==> src/core/nvc_defines.vh <==
// constants for the configuration mux serial slave
`ifndef NVC_DEFINES_VH
`define NVC_DEFINES_VH

`define NVC_DATA_W          6
`define NVC_NUM_BYTES       4
`define NVC_SYNC_W          12

`define NVC_DEV_ADDR_HI     5'h0D
`define NVC_RW_BIT          0

`define NVC_CMD_EXT_READ    8'hFF
`define NVC_CMD_SEL_BYTE0   8'hF8
`define NVC_CMD_SEL_BYTE1   8'hFC
`define NVC_CMD_MUX_TOP     5'h1F
`define NVC_CMD_STORE_TOP   6'h00

`define NVC_SRC_BYTE0       3'h0
`define NVC_SRC_BYTE1       3'h1
`define NVC_SRC_BYTE2       3'h2
`define NVC_SRC_BYTE3       3'h3
`define NVC_SRC_EXT         3'h4
`define NVC_SRC_NONE        3'h5
`define NVC_SRC_PIN         3'h7

`define NVC_CTRL_RESET      8'h00
`define NVC_NV_DEFAULT      6'h00
`define NVC_MAX_BURST       3'h4

`define NVC_MCLK_PERIOD_NS  8
`define NVC_PROG_TIME_NS    3600000
`define NVC_PROG_CYCLES     ((`NVC_PROG_TIME_NS + `NVC_MCLK_PERIOD_NS - 1) \
                             / `NVC_MCLK_PERIOD_NS)
`define NVC_PROG_CNT_W      20

`endif

==> src/core/nvc_mux_i2c.v <==
// serial-bus slave driving six open-drain outputs from five sources
//
// Notes on behaviour
// - slave address compares two strap pins, four devices per bus
// - address lsb one means read, zero means write
// - each accepted command byte is held; selection codes F8 to FE read back as themselves
// - only defined codes are acknowledged, reserved codes are not
// - codes 00 to 03 address stored bytes 0 to 3, read and write
// - code FF addresses read-only external input levels
// - code F8 routes stored byte 0 to the outputs
// - code FC routes stored byte 1 to the outputs
// - codes F9 and FB route stored byte 2 to the outputs
// - code FD routes stored byte 3 to the outputs; FF hands back to the select pin
// - five sources; codes FA and FE select the external inputs
// - bus selection codes override the select pin; storage codes leave it; hand-back returns it
// - in pin mode the select pin picks external inputs or stored
// - four independent six-bit stored bytes, read and write
// - six external inputs sampled, six outputs carry selection
// - outputs only pull low or release, never drive high
// - stored bytes survive power loss
// - bus clock up to 400 kHz; the bench master runs far above it, 64 ns per bit
// - write guard high: address and command acked, data refused
// - stored byte written only at the following stop, if unguarded
// - after a storage write, own address refused for 3.6 ms
// - after reset with select pin low, outputs show stored byte 0
`timescale 1ns/1ps
`include "nvc_defines.vh"
module nvc_mux_i2c #(
   parameter       PROG_CYCLES = `NVC_PROG_CYCLES,
   parameter [4:0] DEV_ADDR_HI = `NVC_DEV_ADDR_HI
) (
   input  wire       mclk,
   input  wire       rst_n,
   input  wire       scl,
   input  wire       sdaIn,
   output wire       sdaOut,
   output wire       sdaOe,
   input  wire       addr_strap_low,
   input  wire       addr_strap_high,
   input  wire       writeGuard,
   input  wire       muxSelect,
   input  wire [5:0] extIn,
   output wire [5:0] muxOut,
   output wire [5:0] muxOutOe
);
   localparam [4:0] ST_IDLE  = 5'b00001;
   localparam [4:0] ST_RX    = 5'b00010;
   localparam [4:0] ST_ACK   = 5'b00100;
   localparam [4:0] ST_TX    = 5'b01000;
   localparam [4:0] ST_RXACK = 5'b10000;

   localparam [1:0] PH_ADDR = 2'h0;
   localparam [1:0] PH_CMD  = 2'h1;
   localparam [1:0] PH_DATA = 2'h2;

   wire [11:0] syncOut;
   wire        sclS;
   wire        sdaS;
   wire        strapLowS;
   wire        strapHighS;
   wire        guardS;
   wire        selPinS;
   wire [5:0]  extS;
   wire [23:0] nvData;
   wire        progBusy;

   reg         sclD_ff;
   reg         sdaD_ff;
   reg [4:0]   state_ff;
   reg [3:0]   bitCnt_ff;
   reg [7:0]   shift_ff;
   reg [7:0]   txSh_ff;
   reg [1:0]   phase_ff;
   reg         readMode_ff;
   reg         sdaOe_ff;
   reg [7:0]   ctrl_ff;
   reg [2:0]   burst_ff;
   reg [23:0]  pend_ff;
   reg [3:0]   pendMask_ff;
   reg         commit_ff;
   reg         override_ff;
   reg [2:0]   srcSel_ff;
   reg [5:0]   outLow_ff;

   integer     i;

   // true for codes that address a stored byte
   function isStore;
      input [7:0] c;
      begin
         isStore = (c[7:2] == `NVC_CMD_STORE_TOP);
      end
   endfunction

   // storage addresses, the input read code and the selection codes
   function cmdValid;
      input [7:0] c;
      begin
         cmdValid = isStore(c) || (c[7:3] == `NVC_CMD_MUX_TOP);
      end
   endfunction

   // source chosen by a command, in fixed priority order
   function [2:0] selDecode;
      input [7:0] c;
      begin
         if (c == `NVC_CMD_SEL_BYTE0) begin
            selDecode = `NVC_SRC_BYTE0;
         end else if (c == `NVC_CMD_SEL_BYTE1) begin
            selDecode = `NVC_SRC_BYTE1;
         end else if (c == `NVC_CMD_EXT_READ) begin
            selDecode = `NVC_SRC_PIN;
         end else if (c[7:3] == `NVC_CMD_MUX_TOP && !c[2] && c[0]) begin
            selDecode = `NVC_SRC_BYTE2;
         end else if (c[7:2] == {`NVC_CMD_MUX_TOP, 1'b1} && c[0]) begin
            selDecode = `NVC_SRC_BYTE3;
         end else if (c[7:3] == `NVC_CMD_MUX_TOP && c[1:0] == 2'b10) begin
            selDecode = `NVC_SRC_EXT;
         end else begin
            selDecode = `NVC_SRC_NONE;
         end
      end
   endfunction

   // one stored byte out of the flat store bus
   function [5:0] nvByte;
      input [23:0] d;
      input [1:0]  idx;
      begin
         case (idx)
            2'h0:    nvByte = d[5:0];
            2'h1:    nvByte = d[11:6];
            2'h2:    nvByte = d[17:12];
            default: nvByte = d[23:18];
         endcase
      end
   endfunction

   nvc_sync #(
      .W       (`NVC_SYNC_W)
   ) u_sync (
      .mclk    (mclk),
      .rst_n   (rst_n),
      .asyncIn ({extIn, muxSelect, writeGuard, addr_strap_high,
                 addr_strap_low, sdaIn, scl}),
      .syncOut (syncOut)
   );

   assign sclS       = syncOut[0];
   assign sdaS       = syncOut[1];
   assign strapLowS  = syncOut[2];
   assign strapHighS = syncOut[3];
   assign guardS     = syncOut[4];
   assign selPinS    = syncOut[5];
   assign extS       = syncOut[11:6];

   nvc_nv_store #(
      .PROG_CYCLES (PROG_CYCLES)
   ) u_store (
      .mclk        (mclk),
      .rst_n       (rst_n),
      .wrEn        (commit_ff),
      .wrMask      (pendMask_ff),
      .wrData      (pend_ff),
      .rdData      (nvData),
      .progBusy    (progBusy)
   );

   wire sclRise   = sclS & ~sclD_ff;
   wire sclFall   = ~sclS & sclD_ff;
   wire startCond = sclS & sclD_ff & sdaD_ff & ~sdaS;
   wire stopCond  = sclS & sclD_ff & ~sdaD_ff & sdaS;

   // own address, strap pins in the two low address bits
   wire addrHit = (shift_ff[7:1] == {DEV_ADDR_HI, strapHighS, strapLowS})
                  && !progBusy;

   wire storeOk = isStore(ctrl_ff) && !guardS;

   // byte returned on a read follows the held command
   wire [7:0] txByte = (ctrl_ff == `NVC_CMD_EXT_READ) ? {2'b00, extS} :
                       isStore(ctrl_ff) ?
                       {2'b00, nvByte(nvData, ctrl_ff[1:0])} :
                       ctrl_ff;

   wire loadTx = sclFall && ((state_ff == ST_ACK && readMode_ff) ||
                             state_ff == ST_RXACK);

   always @(posedge mclk or negedge rst_n) begin
      if (!rst_n) begin
         sclD_ff     <= 1'b1;
         sdaD_ff     <= 1'b1;
         state_ff    <= ST_IDLE;
         bitCnt_ff   <= 4'h0;
         shift_ff    <= 8'h00;
         txSh_ff     <= 8'h00;
         phase_ff    <= PH_ADDR;
         readMode_ff <= 1'b0;
         sdaOe_ff    <= 1'b0;
         ctrl_ff     <= `NVC_CTRL_RESET;
         burst_ff    <= 3'h0;
         pend_ff     <= 24'h000000;
         pendMask_ff <= 4'h0;
         commit_ff   <= 1'b0;
         override_ff <= 1'b0;
         srcSel_ff   <= `NVC_SRC_BYTE0;
      end else begin
         sclD_ff   <= sclS;
         sdaD_ff   <= sdaS;
         commit_ff <= 1'b0;
         if (commit_ff) begin
            pendMask_ff <= 4'h0;
         end
         if (startCond) begin
            state_ff  <= ST_RX;
            phase_ff  <= PH_ADDR;
            bitCnt_ff <= 4'h0;
            sdaOe_ff  <= 1'b0;
            pendMask_ff <= 4'h0;
         end else if (stopCond) begin
            state_ff <= ST_IDLE;
            sdaOe_ff <= 1'b0;
            if (pendMask_ff != 4'h0 && !guardS) begin
               commit_ff <= 1'b1;
            end else begin
               pendMask_ff <= 4'h0;
            end
         end else if (loadTx) begin
            state_ff  <= ST_TX;
            txSh_ff   <= txByte;
            sdaOe_ff  <= ~txByte[7];
            bitCnt_ff <= 4'h0;
            if (isStore(ctrl_ff)) begin
               ctrl_ff[1:0] <= ctrl_ff[1:0] + 2'h1;
            end
         end else begin
            case (state_ff)
               ST_IDLE: begin
                  sdaOe_ff <= 1'b0;
               end
               ST_RX: begin
                  if (sclRise) begin
                     shift_ff  <= {shift_ff[6:0], sdaS};
                     bitCnt_ff <= bitCnt_ff + 4'h1;
                  end else if (sclFall && bitCnt_ff == 4'h8) begin
                     bitCnt_ff <= 4'h0;
                     state_ff  <= ST_ACK;
                     case (phase_ff)
                        PH_ADDR: begin
                           readMode_ff <= shift_ff[`NVC_RW_BIT];
                           sdaOe_ff    <= addrHit;
                           if (!addrHit) begin
                              state_ff <= ST_IDLE;
                           end
                        end
                        PH_CMD: begin
                           sdaOe_ff <= cmdValid(shift_ff);
                           if (!cmdValid(shift_ff)) begin
                              state_ff <= ST_IDLE;
                           end else begin
                              ctrl_ff  <= shift_ff;
                              burst_ff <= 3'h0;
                              if (selDecode(shift_ff) == `NVC_SRC_PIN) begin
                                 override_ff <= 1'b0;
                              end else if (selDecode(shift_ff) !=
                                           `NVC_SRC_NONE) begin
                                 override_ff <= 1'b1;
                                 srcSel_ff   <= selDecode(shift_ff);
                              end
                           end
                        end
                        default: begin
                           if (storeOk && burst_ff != `NVC_MAX_BURST) begin
                              sdaOe_ff <= 1'b1;
                              burst_ff <= burst_ff + 3'h1;
                              ctrl_ff[1:0] <= ctrl_ff[1:0] + 2'h1;
                              for (i = 0; i < 4; i = i + 1) begin
                                 if (ctrl_ff[1:0] == i[1:0]) begin
                                    pend_ff[i*6 +: 6] <= shift_ff[5:0];
                                    pendMask_ff[i]    <= 1'b1;
                                 end
                              end
                           end else begin
                              // refused data byte, nothing is programmed
                              sdaOe_ff    <= 1'b0;
                              pendMask_ff <= 4'h0;
                              state_ff    <= ST_IDLE;
                           end
                        end
                     endcase
                  end
               end
               ST_ACK: begin
                  if (sclFall) begin
                     sdaOe_ff <= 1'b0;
                     state_ff <= ST_RX;
                     if (phase_ff == PH_ADDR) begin
                        phase_ff <= PH_CMD;
                     end else begin
                        phase_ff <= PH_DATA;
                     end
                  end
               end
               ST_TX: begin
                  if (sclFall) begin
                     if (bitCnt_ff == 4'h7) begin
                        sdaOe_ff <= 1'b0;
                        state_ff <= ST_RXACK;
                     end else begin
                        sdaOe_ff  <= ~txSh_ff[6];
                        txSh_ff   <= {txSh_ff[6:0], 1'b0};
                        bitCnt_ff <= bitCnt_ff + 4'h1;
                     end
                  end
               end
               ST_RXACK: begin
                  // master not acknowledging ends the read
                  if (sclRise && sdaS) begin
                     state_ff <= ST_IDLE;
                  end
               end
               default: begin
                  state_ff <= ST_IDLE;
                  sdaOe_ff <= 1'b0;
               end
            endcase
         end
      end
   end

   // selected six-bit source
   reg [5:0] srcVal;
   always @* begin
      srcVal = nvByte(nvData, 2'h0);
      if (override_ff) begin
         case (srcSel_ff)
            `NVC_SRC_EXT: srcVal = extS;
            default:      srcVal = nvByte(nvData, srcSel_ff[1:0]);
         endcase
      end else if (selPinS) begin
         srcVal = extS;
      end else begin
         srcVal = nvByte(nvData, 2'h0);
      end
   end

   always @(posedge mclk or negedge rst_n) begin
      if (!rst_n) begin
         outLow_ff <= 6'h00;
      end else begin
         outLow_ff <= ~srcVal;
      end
   end

   // open-drain: data always low, enable pulls the line down
   assign muxOut   = 6'h00;
   assign muxOutOe = outLow_ff;
   assign sdaOut   = 1'b0;
   assign sdaOe    = sdaOe_ff;
endmodule

==> src/core/nvc_sync.v <==
// two-stage synchroniser for pins from outside the mclk domain
`timescale 1ns/1ps
module nvc_sync #(
   parameter W = 1
) (
   input  wire         mclk,
   input  wire         rst_n,
   input  wire [W-1:0] asyncIn,
   output wire [W-1:0] syncOut
);
   reg [W-1:0] stage1_ff;
   reg [W-1:0] stage2_ff;

   always @(posedge mclk or negedge rst_n) begin
      if (!rst_n) begin
         stage1_ff <= {W{1'b0}};
         stage2_ff <= {W{1'b0}};
      end else begin
         stage1_ff <= asyncIn;
         stage2_ff <= stage1_ff;
      end
   end

   assign syncOut = stage2_ff;
endmodule

==> src/core/nvc_nv_store.v <==
// four retained configuration bytes with a programming busy timer
`timescale 1ns/1ps
`include "nvc_defines.vh"
module nvc_nv_store #(
   parameter PROG_CYCLES = `NVC_PROG_CYCLES
) (
   input  wire        mclk,
   input  wire        rst_n,
   input  wire        wrEn,
   input  wire [3:0]  wrMask,
   input  wire [23:0] wrData,
   output wire [23:0] rdData,
   output wire        progBusy
);
   reg [5:0]                 mem [0:3];
   reg [`NVC_PROG_CNT_W-1:0] progCnt_ff;
   integer                   i;
   integer                   j;

   // retained array: not touched by reset, factory default zero
   initial begin
      for (j = 0; j < 4; j = j + 1) begin
         mem[j] = `NVC_NV_DEFAULT;
      end
   end

   always @(posedge mclk) begin
      for (i = 0; i < 4; i = i + 1) begin
         if (wrEn && wrMask[i]) begin
            mem[i] <= wrData[i*6 +: 6];
         end
      end
   end

   always @(posedge mclk or negedge rst_n) begin
      if (!rst_n) begin
         progCnt_ff <= {`NVC_PROG_CNT_W{1'b0}};
      end else if (wrEn) begin
         progCnt_ff <= PROG_CYCLES[`NVC_PROG_CNT_W-1:0];
      end else if (progCnt_ff != {`NVC_PROG_CNT_W{1'b0}}) begin
         progCnt_ff <= progCnt_ff - 1'b1;
      end
   end

   assign rdData   = {mem[3], mem[2], mem[1], mem[0]};
   assign progBusy = (progCnt_ff != {`NVC_PROG_CNT_W{1'b0}});
endmodule

==> config.mk <==
export PLATFORM = sky130hd
export DESIGN_NAME = nvc_mux_i2c
export DESIGN_NICKNAME = d
export VERILOG_FILES = /design/src/core/nvc_mux_i2c.v /design/src/core/nvc_sync.v /design/src/core/nvc_nv_store.v
export VERILOG_INCLUDE_DIRS = /design/src /design/src/core
export SDC_FILE = /design/constraint.sdc
export NUM_CORES = 1
export LEC_CHECK = 0
export ABC_AREA = 1
export BUFFER_PORTS_ARGS = -buffer_cell sky130_fd_sc_hd__buf_4
export CAP_MARGIN = 20
export CORE_MARGIN = 3
export CORE_UTILIZATION = 50
export DETAILED_ROUTE_END_ITERATION = 10
export GPL_TIMING_DRIVEN = 0
export PLACE_DENSITY_LB_ADDON = 0.25
export REMOVE_ABC_BUFFERS = 1
export SLEW_MARGIN = 0
export SYNTH_ARGS = -nofsm -noshare
export SYNTH_HDL_FRONTEND = slang
export SYNTH_SLANG_ARGS = --single-unit
==> constraint.sdc <==
create_clock -name mclk -period 2.5 [get_ports mclk]
set_input_delay 0.375 -clock mclk [delete_from_list [all_inputs] [get_ports mclk]]
set_output_delay 0.375 -clock mclk [all_outputs]
set_load 0.05 [all_outputs]
==> impl_metrics.py, run 1 <==
metrics = {
    "layout": {
        "fillers": 1246,
        "fin_nets": 890,
        "design_area_um2": 8100,
        "antenna_cells": 0,
        "final_common_cell": "nand2_1",
        "multi_input_area_um2": 2850,
        "fin_util_pct": 57.7,
        "drive_above_1_share_pct": 10.9,
        "register_area_um2": 3830,
        "syn2layout_area_growth_pct": 11.7,
        "layout_common_cells": "nand2_1, dfrtp_1, inv_1, nor2_1, o21ai_0",
    },
    "power": {
        "cellLeakagePower_nw": 4.02,
        "powerDensity_nw_per_um2": 652,
        "p_int_mw": 3.97,
        "ir_drop_mv": 0.500,
        "clockPowerShare_pct": 45.0,
        "switching_share_pct": 24.9,
        "power_frac_seq_pct": 48.4,
        "power_switching_mw": 1.32,
        "comb_power_share_pct": 6.6,
    },
    "critical_path": {
        "rrSetupSlack_ps": 390,
        "required_ps": 2820,
        "crit_arrival_ps": 2430,
        "rr_startpoint": "state_ff[1]$_DFFE_PN0P_",
        "critPathKind": "reg2reg",
        "crit_path_end_kind": "register",
        "path_max_fanout": 16,
        "crit_path_cell_trace": "nor2_4, nand4_2, o21ai_2, nand2_4, inv_1, nor2_1, o21ai_2, nand3_1, nand2_1, nand2_1",
        "crit_path_start_kind": "register",
        "crit_path_start": "state_ff[1]$_DFFE_PN0P_",
        "max_stage_delay_ps": 420,
        "cpMaxStageDelayCell": "dfrtp_1",
    },
    "global_routing": {
        "grt_max_degree": 82,
        "grt_pass1_wl_mm": 26.6,
        "grt_antenna_before_repair": 0,
        "grt_util_all_layers_pct": 21.0,
        "grt_pass1_vias": 5241,
        "grt_overflow_total": 0,
    },
    "logic_synthesis": {
        "netlist_area_um2": 7260,
        "synth_top_area_share_pct": 41.7,
        "synth_seq_cells": 148,
        "yosysSeqAreaShare_pct": 52.8,
        "ys_warn_count": 0,
        "synth_top_area_cell": "dfrtp_1",
        "synth_area_per_cell_um2": 8.66,
        "yosys-top-cells-area": "dfrtp_1, edfxtp_1, nand2_1",
        "ys_async_sr_fraction_pct": 83.8,
        "synthCells": 838,
        "ys.flop_type": "dfrtp_1",
        "synth_cell_type_count": 46,
        "synth_edf_count": 24,
    },
    "timing": {
        "finalCriticalPeriod_ps": 2110,
        "report.final.slew_viol_count": 0,
        "fmax_mhz": 473,
        "worst_pin_slew_ps": 714,
        "final.setup.tns_ps": 0,
        "finalCritPeriodShare_pct": 84.5,
        "finalSetupViolations": 0,
        "timing.hold.ws_ps": 43.2,
        "rsz0062_at_grt": "no",
        "slew_headroom_pct": 52.4,
        "hold_viol_final": 0,
        "fin_worst_skew_ps": 8.18,
    },
    "place": {
        "placed_cell_area_um2": 7540,
        "routabilityCongestion": 0.866,
        "hpwl_mm": 11.2,
        "port_buffers": 20,
    },
    "floorplan": {
        "start_util_pct": 51.7,
        "die_area_um2": 16000,
        "fp.dieH_um": 126,
        "io_pins": 28,
        "rows": 43,
        "core-area_um2": 14000,
        "die_w_um": 126,
    },
    "clocking": {
        "cts_setup_buffers": 0,
        "clk_pin_slew_ps": 60,
        "cts-resized-gates": 0,
        "cts_tree": "built",
        "cts_hold_buf": 1,
        "cts_buffers": 17,
        "clk-insertion-delay-late_ps": 430,
        "cts_buffer_depth": 2,
        "cts_max_level": 4,
        "cts_root_buffer": "clkbuf_16",
        "cts_num_sinks": 148,
    },
    "run_status": {
        "status": "finished clean",
    },
    "routing": {
        "drcViolationCount": 0,
        "wl_per_cell_um": 15.0,
        "drtIter0Drc": 528,
        "viasPerCell": 5.24,
        "vias": 5549,
        "firstDrtPassIters": 6,
        "wl_mm": 15.9,
        "final_antenna_net_count": 0,
    },
    "hold_path": {
        "worstHoldPathType": "in2reg",
        "hp-start": "extIn[5]",
    },
    "job": {
        "cap_violations": 0,
    },
}
cell families (layout without fill, tap and decap cells):
logic type	count (synthesis)	count (layout)	share of synthesized area [%]
buffers and inverters	141	175	8.28
AO/OA/AOI/OAI	156	156	12.5
other	1	7	0.0517
flip-flops	148	148	52.8
AND/OR/NAND/NOR	372	372	23.4
adder cells (fa/ha/maj)	11	11	1.90
XOR/XNOR	9	9	1.09
synthesized netlist by cell type, types with 3 or more instances:
| library cell | number |
|---|---|
| nand2_1 | 180 |
| dfrtp_1 | 121 |
| inv_1 | 114 |
| nor2_1 | 87 |
| o21ai_0 | 62 |
| nand3_1 | 50 |
| a21oi_1 | 30 |
| edfxtp_1 | 24 |
| o21ai_1 | 19 |
| nand4_1 | 13 |
| ha_1 | 11 |
| nor3_1 | 11 |
| o211ai_1 | 11 |
| o21ai_2 | 11 |
| buf_4 | 8 |
| o22ai_1 | 7 |
| clkbuf_1 | 6 |
| o221ai_1 | 5 |
| or2_2 | 5 |
| xor2_1 | 5 |
| buf_6 | 4 |
| nand3_2 | 4 |
| xnor2_1 | 4 |
| a31oi_1 | 3 |
| buf_2 | 3 |
| dfstp_2 | 3 |
| inv_2 | 3 |
| nand4_4 | 3 |
| nor2_2 | 3 |
| nor2_4 | 3 |
| nor4_1 | 3 |
| o31ai_1 | 3 |
path summary, 6_finish.rpt:
path	endpoint	depth (start not counted)
hold / removal	u_sync.stage1_ff[11]$_DFF_PN0_	1
hold reg to reg	u_sync.syncOut[5]$_DFF_PN0_	0
setup / recovery	bitCnt_ff[3]$_DFFE_PN0P_	10
max in group asynchronous	u_store.progCnt_ff[12]$_DFFE_PN0P_	3
setup reg to reg	bitCnt_ff[3]$_DFFE_PN0P_	10
min in group asynchronous	bitCnt_ff[0]$_DFFE_PN0P_	2
final cells by class:
class | instances | share of cell area [%]
Clock inverter | 12 | 1.30
Multi-Input combinational cell | 555 | 35.2
Sequential cell | 148 | 47.2
Clock buffer | 20 | 5.39
Tap cell | 180 | 2.78
Timing Repair Buffer | 23 | 2.46
Inverter | 120 | 5.65
sequential cells by signal (all words and copies together), names as in the netlist, 2 cells and up:
register	count
pend_ff	24
u_store.mem	24
u_store.progCnt_ff	20
u_sync.stage1_ff	12
u_sync.syncOut	12
ctrl_ff	8
shift_ff	8
txSh_ff	7
muxOutOe	6
state_ff	5
bitCnt_ff	4
pendMask_ff	4
burst_ff	3
srcSel_ff	3
phase_ff	2
metrics by stage:
step | setup slack (ps) | cells | total power, mW
finish | 387 | 1058 | 5.29
global route | 139 | 1058 | 5.50
CTS | 204 | 1057 | 5.33
detailed placement | 210 | 1024 | 2.94
global placement | 262 | 1023 | 2.93
floorplan | 766 | 823 | 2.81
power groups by stage:
stage	combinational, mW	clock (mW)	sequential [mW]
global placement	0.335	0	2.60
floorplan	0.205	0	2.61
detailed placement	0.342	0	2.60
CTS	0.348	2.43	2.56
global route	0.392	2.54	2.56
finish	0.348	2.38	2.56
critical path, delay by kind of cell (launching register included):
family / cells / cell delay, ps
AO/OA/AOI/OAI: 2 / 350
flip-flops: 1 / 420
buffers and inverters: 1 / 310
AND/OR/NAND/NOR: 7 / 920
metal layers:
layer	vias up	global-route usage [%]	wire length [um]	part of all wire, %
met2	185	30.9	7010	44
met4	0	7.44	391	2.5
met1	2518	30.2	7390	47
li1	2797	-	-	-
met3	49	5.56	1060	6.7
met5	-	0	0	0
(Power assumes the default switching activity.)
==> inputs of run 2 (changes only) <==
--- a/config.mk
+++ b/config.mk
@@ -6,7 +6,7 @@
 export SDC_FILE = /design/constraint.sdc
 export NUM_CORES = 1
 export LEC_CHECK = 0
-export ABC_AREA = 1
+export ABC_AREA = 0
 export BUFFER_PORTS_ARGS = -buffer_cell sky130_fd_sc_hd__buf_4
 export CAP_MARGIN = 20
 export CORE_MARGIN = 3
==> constraint.sdc (replaced) <==
create_clock -name mclk -period 1.9 [get_ports mclk]
set_input_delay 0.285 -clock mclk [delete_from_list [all_inputs] [get_ports mclk]]
set_output_delay 0.285 -clock mclk [all_outputs]
set_load 0.05 [all_outputs]
==> run 2 against run 1 <==
  * The run now ends with setup timing left
  * Hold slack gained 300 ps
  * Final cell count fell by 16%
  * Via count shrank 8.6%
  * Critical path depth fell by 4
  * Routed wire length up 4.3%
  * Global-route usage is 0.81 points higher
  * Maximum frequency shrank 7.3%
  * Power increased by 43%
  * Non-clock buffer count up 107
  * Core utilization grew 14 points
  * Highest routed layer unchanged
==> impl_metrics.py, run 2 <==
metrics = {
    "run_status": {
        "status": "finished, violations left",
        "violations": "setup timing",
    },
    "routing": {
        "final_antenna_net_count": 0,
        "wl_mm": 16.5,
        "viasPerCell": 5.72,
        "wl_per_cell_um": 18.6,
        "drcViolationCount": 0,
        "drtIter0Drc": 426,
        "vias": 5072,
        "firstDrtPassIters": 6,
    },
    "power": {
        "ir_drop_mv": 1.03,
        "switching_share_pct": 25.1,
        "power_switching_mw": 1.89,
        "p_int_mw": 5.65,
        "cellLeakagePower_nw": 4.06,
        "comb_power_share_pct": 12.2,
        "clockPowerShare_pct": 41.7,
        "power_frac_seq_pct": 46.1,
        "powerDensity_nw_per_um2": 818,
        "total_power_mw": 7.54,
    },
    "timing": {
        "fmax_mhz": 439,
        "rsz0062_at_grt": "yes",
        "worst_pin_slew_ps": 814,
        "report.final.slew_viol_count": 0,
        "finalSetupViolations": 58,
        "hold_viol_final": 0,
        "fin_worst_skew_ps": 14.9,
        "finalCriticalPeriod_ps": 2280,
        "finalCritPeriodShare_pct": 120,
        "setup_ws_ps": -379,
        "timing.hold.ws_ps": 345,
        "slew_headroom_pct": 45.7,
    },
    "layout": {
        "final_common_cell": "dfrtp_1",
        "fillers": 854,
        "drive_above_1_share_pct": 44.1,
        "syn2layout_area_growth_pct": 36.1,
        "register_area_um2": 3840,
        "fin_nets": 727,
        "instances_no_fill": 887,
        "antenna_cells": 0,
        "top_regs": "pend_ff x24, u_store.mem x24, u_store.progCnt_ff x20",
        "design_area_um2": 9220,
        "multi_input_area_um2": 3410,
        "layout_common_cells": "dfrtp_1, buf_4, nor2_1, nand2_1, mux2_2",
    },
    "floorplan": {
        "rows": 41,
        "io_pins": 28,
        "die_w_um": 122,
        "start_util_pct": 52.4,
        "fp.dieH_um": 122,
        "core-area_um2": 12900,
        "die_area_um2": 15000,
    },
    "critical_path": {
        "crit_path_start_kind": "register",
        "path_max_fanout": 6,
        "reg2regPathDepth": 6,
        "r2r-end": "pend_ff[12]$_DFFE_PN0P_",
        "rr_startpoint": "ctrl_ff[2]$_DFFE_PN0P_",
        "crit_path_end_kind": "register",
        "required_ps": 2200,
        "crit_path_end": "pend_ff[12]$_DFFE_PN0P_",
        "crit_arrival_ps": 2580,
        "rrSetupSlack_ps": -380,
        "critPathKind": "reg2reg",
        "crit_path_start": "ctrl_ff[2]$_DFFE_PN0P_",
    },
    "global_routing": {
        "grt_antenna_before_repair": 0,
        "grt_util_all_layers_pct": 21.8,
        "grt_pass1_vias": 4950,
        "grt_overflow_total": 0,
        "grt_pass1_wl_mm": 25.2,
        "grt_max_degree": 77,
    },
    "clocking": {
        "clk-insertion-delay-late_ps": 420,
        "cts_buffer_depth": 2,
        "cts_tree": "built",
        "cts_buffers": 17,
        "cts_root_buffer": "clkbuf_16",
        "cts_num_sinks": 148,
        "clk_pin_slew_ps": 60,
        "cts_max_level": 4,
    },
    "hold_path": {
        "worstHoldPathType": "reg2reg",
    },
    "logic_synthesis": {
        "synth_top_family_by_area": "simple AND/OR/NAND/NOR gates",
        "synth_edf_count": 24,
        "synth_top_area_cell": "dfrtp_1",
        "synth_seq_cells": 148,
        "synth.most_common_cell": "dfrtp_1",
        "synthCells": 575,
        "yosysSeqAreaShare_pct": 56.5,
        "ys_async_sr_fraction_pct": 83.8,
        "synth_top_area_share_pct": 44.7,
        "synthMuxAreaShare_pct": 8.64,
        "synth-xor-area-share_pct": 2.20,
        "yosys-top-cells-area": "dfrtp_1, edfxtp_1, mux2_2",
        "synth_area_per_cell_um2": 11.8,
        "synth_cell_type_count": 75,
        "synthAdderAreaFrac_pct": 2.03,
        "ys_warn_count": 0,
        "ys.flop_type": "dfrtp_1",
        "netlist_area_um2": 6770,
        "synth-simple-area-share_pct": 15.7,
        "synth_compound_area_share_pct": 11.8,
        "ys_top_cells_by_count": "dfrtp_1, nand2_1, nor2_1",
    },
    "job": {
        "cap_violations": 0,
    },
    "place": {
        "hpwl_mm": 9.44,
        "placed_cell_area_um2": 7060,
        "dp.cells": 747,
        "routabilityCongestion": 0.784,
        "port_buffers": 20,
    },
}
## run 2: cell types whose count changed in the layout (fill, tap and decap cells not counted), moves of 25 or more
cell | before | now
nor2_1 | 87 | 35
nand3_1 | 50 | 2
mux2_2 | 0 | 32
inv_1 | 114 | 12
buf_6 | 1 | 26
nand2_1 | 180 | 35
o21ai_0 | 62 | 14
buf_4 | 20 | 89
## run 2: cells by family after synthesis
kind of cell | Yosys count
adders and majority gates | 11
muxes | 46
AOI/OAI and AO/OA | 120
buffers and inverters | 45
xor gates and xnor gates | 17
DFF | 148
other | 1
and+or+nand+nor | 187
## run 2: final cells by class
cell class	count	share of cell area, %
Sequential cell	148	41.7
Clock buffer	23	5.20
Tap cell	172	2.33
Inverter	17	0.733
Clock inverter	9	0.868
Timing Repair Buffer	130	12.2
Multi-Input combinational cell	388	37.0
## run 2: power groups by stage
stage               sequential (mW)  combinational, mW  clock (mW)
CTS                            3.46              0.761        3.17
floorplan                      3.49              0.326           0
finish                         3.48              0.919        3.15
global route                   3.49              0.985        3.34
global placement               3.52              0.483           0
detailed placement             3.53              0.501           0
## run 2: how the worst min path moves through the flow
stage,depth (start not counted),endpoint,start
6_report,0,u_sync.syncOut[0]$_DFF_PN0_,u_sync.stage1_ff[0]$_DFF_PN0_
4_1_cts,0,u_sync.syncOut[0]$_DFF_PN0_,u_sync.stage1_ff[0]$_DFF_PN0_
3_3_place_gp,0,u_sync.syncOut[0]$_DFF_PN0_,u_sync.stage1_ff[0]$_DFF_PN0_
5_1_grt,0,u_sync.syncOut[1]$_DFF_PN0_,u_sync.stage1_ff[1]$_DFF_PN0_
2_1_floorplan,0,bitCnt_ff[0]$_DFFE_PN0P_,rst_n
3_5_place_dp,1,u_sync.stage1_ff[11]$_DFF_PN0_,rst_n
## run 2: critical path, cell delays in order, from the launching register on
cell,delay (ps)
dfrtp_1,400
or4_4,570
nor4b_4,320
nand3_2,170
nor2_8,260
nand2_4,130
mux2_4,310
## run 2: per-layer routing
metal,track usage (%),share of wire (%),vias to the layer above
li1,-,-,2351
met1,28.4,43,2545
met2,36.1,50,147
met3,5.35,5.4,29
met4,6.86,2.0,0
met5,0,0,-
## run 2: repair_timing
item	in CTS	in global routing
resized for setup	108	83
setup buffers	58	38
pin swaps	44	51
hold buffers	13	0
endpoints found under the setup margin	91	80
endpoints found under the hold margin	57	0
## run 2: metrics by stage
step	setup TNS, ps	utilization, %	setup WS [ps]
6_report	-13460	71.3	-379
3_3_place_gp	-23390	54.3	-601
4_1_cts	-13530	66.4	-374
3_5_place_dp	-25500	54.6	-558
5_1_grt	-19710	71.3	-474
2_1_floorplan	-5940	-	-236
==> inputs of run 3 (changes only) <==
--- a/config.mk
+++ b/config.mk
@@ -15,6 +15,7 @@
 export GPL_TIMING_DRIVEN = 0
 export PLACE_DENSITY_LB_ADDON = 0.25
 export REMOVE_ABC_BUFFERS = 1
+export SKIP_CTS_REPAIR_TIMING = 1
 export SLEW_MARGIN = 0
 export SYNTH_ARGS = -nofsm -noshare
 export SYNTH_HDL_FRONTEND = slang
==> run 3 against run 2 <==
  * The run still ends with setup timing left
  * Final cell count decreased by 4.5%
  * Routed wire length decreased by 6.4%
  * Combinational power decreased by 14%
  * Critical endpoint is now pend_ff[4]$_DFFE_PN0P_
  * Largest cell class unchanged
  * Largest power group unchanged
==> impl_metrics.py, run 3 (same netlist as run 2, synthesis figures left out) <==
metrics = {
    "routing": {
        "wl_per_cell_um": 18.3,
        "viasPerCell": 5.68,
        "vias": 4815,
        "firstDrtPassIters": 5,
        "drtIter0Drc": 449,
        "drcViolationCount": 0,
        "final_antenna_net_count": 0,
        "wl_mm": 15.5,
    },
    "timing": {
        "worst_pin_slew_ps": 794,
        "rsz0062_at_grt": "yes",
        "slew_headroom_pct": 47.0,
        "setup_ws_ps": -414,
        "hold_viol_final": 0,
        "finalCritPeriodShare_pct": 122,
        "finalSetupViolations": 61,
        "fmax_mhz": 432,
        "finalCriticalPeriod_ps": 2310,
        "report.final.slew_viol_count": 0,
        "fin_worst_skew_ps": 10.8,
    },
    "run_status": {
        "status": "finished, violations left",
        "violations": "setup timing",
    },
    "global_routing": {
        "grt_antenna_before_repair": 0,
        "grt_overflow_total": 0,
        "grt_util_all_layers_pct": 19.6,
        "grt_pass1_wl_mm": 22.5,
        "grt_max_degree": 77,
        "grt_pass1_vias": 4401,
    },
    "floorplan": {
        "die_w_um": 122,
        "fp.dieH_um": 122,
        "die_area_um2": 15000,
        "io_pins": 28,
        "core-area_um2": 12900,
        "start_util_pct": 52.4,
        "rows": 41,
    },
    "place": {
        "hpwl_mm": 9.44,
        "routabilityCongestion": 0.784,
        "port_buffers": 20,
        "placed_cell_area_um2": 7060,
    },
    "layout": {
        "top_regs": "pend_ff x24, u_store.mem x24, u_store.progCnt_ff x20",
        "fillers": 948,
        "multi_input_area_um2": 3250,
        "fin_util_pct": 67.6,
        "layout_common_cells": "dfrtp_1, buf_4, nand2_1, nor2_1, mux2_2",
        "final_common_cell": "dfrtp_1",
        "fin_nets": 687,
        "register_area_um2": 3850,
        "design_area_um2": 8740,
        "antenna_cells": 0,
        "drive_above_1_share_pct": 36.9,
        "syn2layout_area_growth_pct": 29.1,
    },
    "hold_path": {
        "worstHoldPathType": "reg2reg",
    },
    "critical_path": {
        "crit_path_start": "ctrl_ff[4]$_DFFE_PN0P_",
        "crit_arrival_ps": 2610,
        "path_max_fanout": 7,
        "crit_path_start_kind": "register",
        "reg2regPathDepth": 6,
        "crit_path_end_kind": "register",
        "required_ps": 2200,
        "rrSetupSlack_ps": -410,
        "critPathKind": "reg2reg",
        "rr_startpoint": "ctrl_ff[4]$_DFFE_PN0P_",
        "crit_path_end": "pend_ff[4]$_DFFE_PN0P_",
        "r2r-end": "pend_ff[4]$_DFFE_PN0P_",
    },
    "job": {
        "cap_violations": 0,
    },
    "power": {
        "powerDensity_nw_per_um2": 848,
        "ir_drop_mv": 1.01,
        "cellLeakagePower_nw": 3.85,
    },
    "clocking": {
        "cts_buffers": 17,
        "cts_tree": "built",
        "clk-insertion-delay-late_ps": 420,
        "cts_num_sinks": 148,
        "clk_pin_slew_ps": 60,
        "cts_root_buffer": "clkbuf_16",
        "cts_max_level": 4,
        "cts_buffer_depth": 2,
    },
}
## run 3: cell count changes in the layout (fill, tap and decap cells not counted), moves of 4 or more
| cell | previous run | this run |
|---|---|---|
| buf_4 | 89 | 59 |
| o21ai_2 | 7 | 3 |
| buf_6 | 26 | 15 |
| a21oi_1 | 15 | 21 |
| nor3_2 | 6 | 2 |
| a21oi_2 | 11 | 5 |
| nor3_1 | 7 | 12 |
## run 3: layout make-up
| cell class | count | share of cell area (%) |
|---|---|---|
| flip-flops and latches | 148 | 44.0 |
| multi-input cells | 388 | 37.2 |
| repair buffers | 90 | 9.26 |
| clock buffers | 23 | 5.48 |
| well taps | 172 | 2.46 |
| clock inverters | 9 | 0.916 |
| inverters | 17 | 0.730 |
## run 3: how the worst min path moves through the flow
| stage | from | endpoint | slack [ps] | cells after the start |
|---|---|---|---|---|
| final | u_sync.stage1_ff[0]$_DFF_PN0_ | u_sync.syncOut[0]$_DFF_PN0_ | 350 | 0 |
| after global routing | u_sync.stage1_ff[1]$_DFF_PN0_ | u_sync.syncOut[1]$_DFF_PN0_ | 350 | 0 |
| after CTS | rst_n | u_sync.stage1_ff[11]$_DFF_PN0_ | -200 | 1 |
| after detailed placement | rst_n | u_sync.stage1_ff[11]$_DFF_PN0_ | 240 | 1 |
| after global placement | u_sync.stage1_ff[0]$_DFF_PN0_ | u_sync.syncOut[0]$_DFF_PN0_ | 330 | 0 |
| after floorplan | rst_n | bitCnt_ff[0]$_DFFE_PN0P_ | -10 | 0 |
## run 3: metrics by stage
stage               hold slack (ps)  std cells  setup WS [ps]  TNS, ps  total power, mW
floorplan                     -10.6        553           -236    -5940             3.82
detailed placement              244        747           -558   -25500             4.03
CTS                            -197        779           -607   -27270             7.15
global placement                335        745           -601   -23390             4.01
global route                    349        847           -499   -21650             7.70
finish                          345        847           -414   -15390             7.42
## run 3: worst max-delay path, stage by stage (launching register included)
cell and delay [ps]:
dfrtp_1 420, or4_4 590, nor4b_4 350, nand3_2 170, nor2_8 220, nand2_4 120, mux2_1 320
## run 3: layer usage
layer	track usage [%]	wire, um
met3	4.88	717
met2	31.0	7750
met5	0	0
met1	27.1	6810
met4	5.46	200
## run 3: power breakdown
group	switching (mW)	total, mW	internal, mW
clock	1.24	3.15	1.90
combinational	0.431	0.793	0.362
sequential	0.163	3.48	3.31
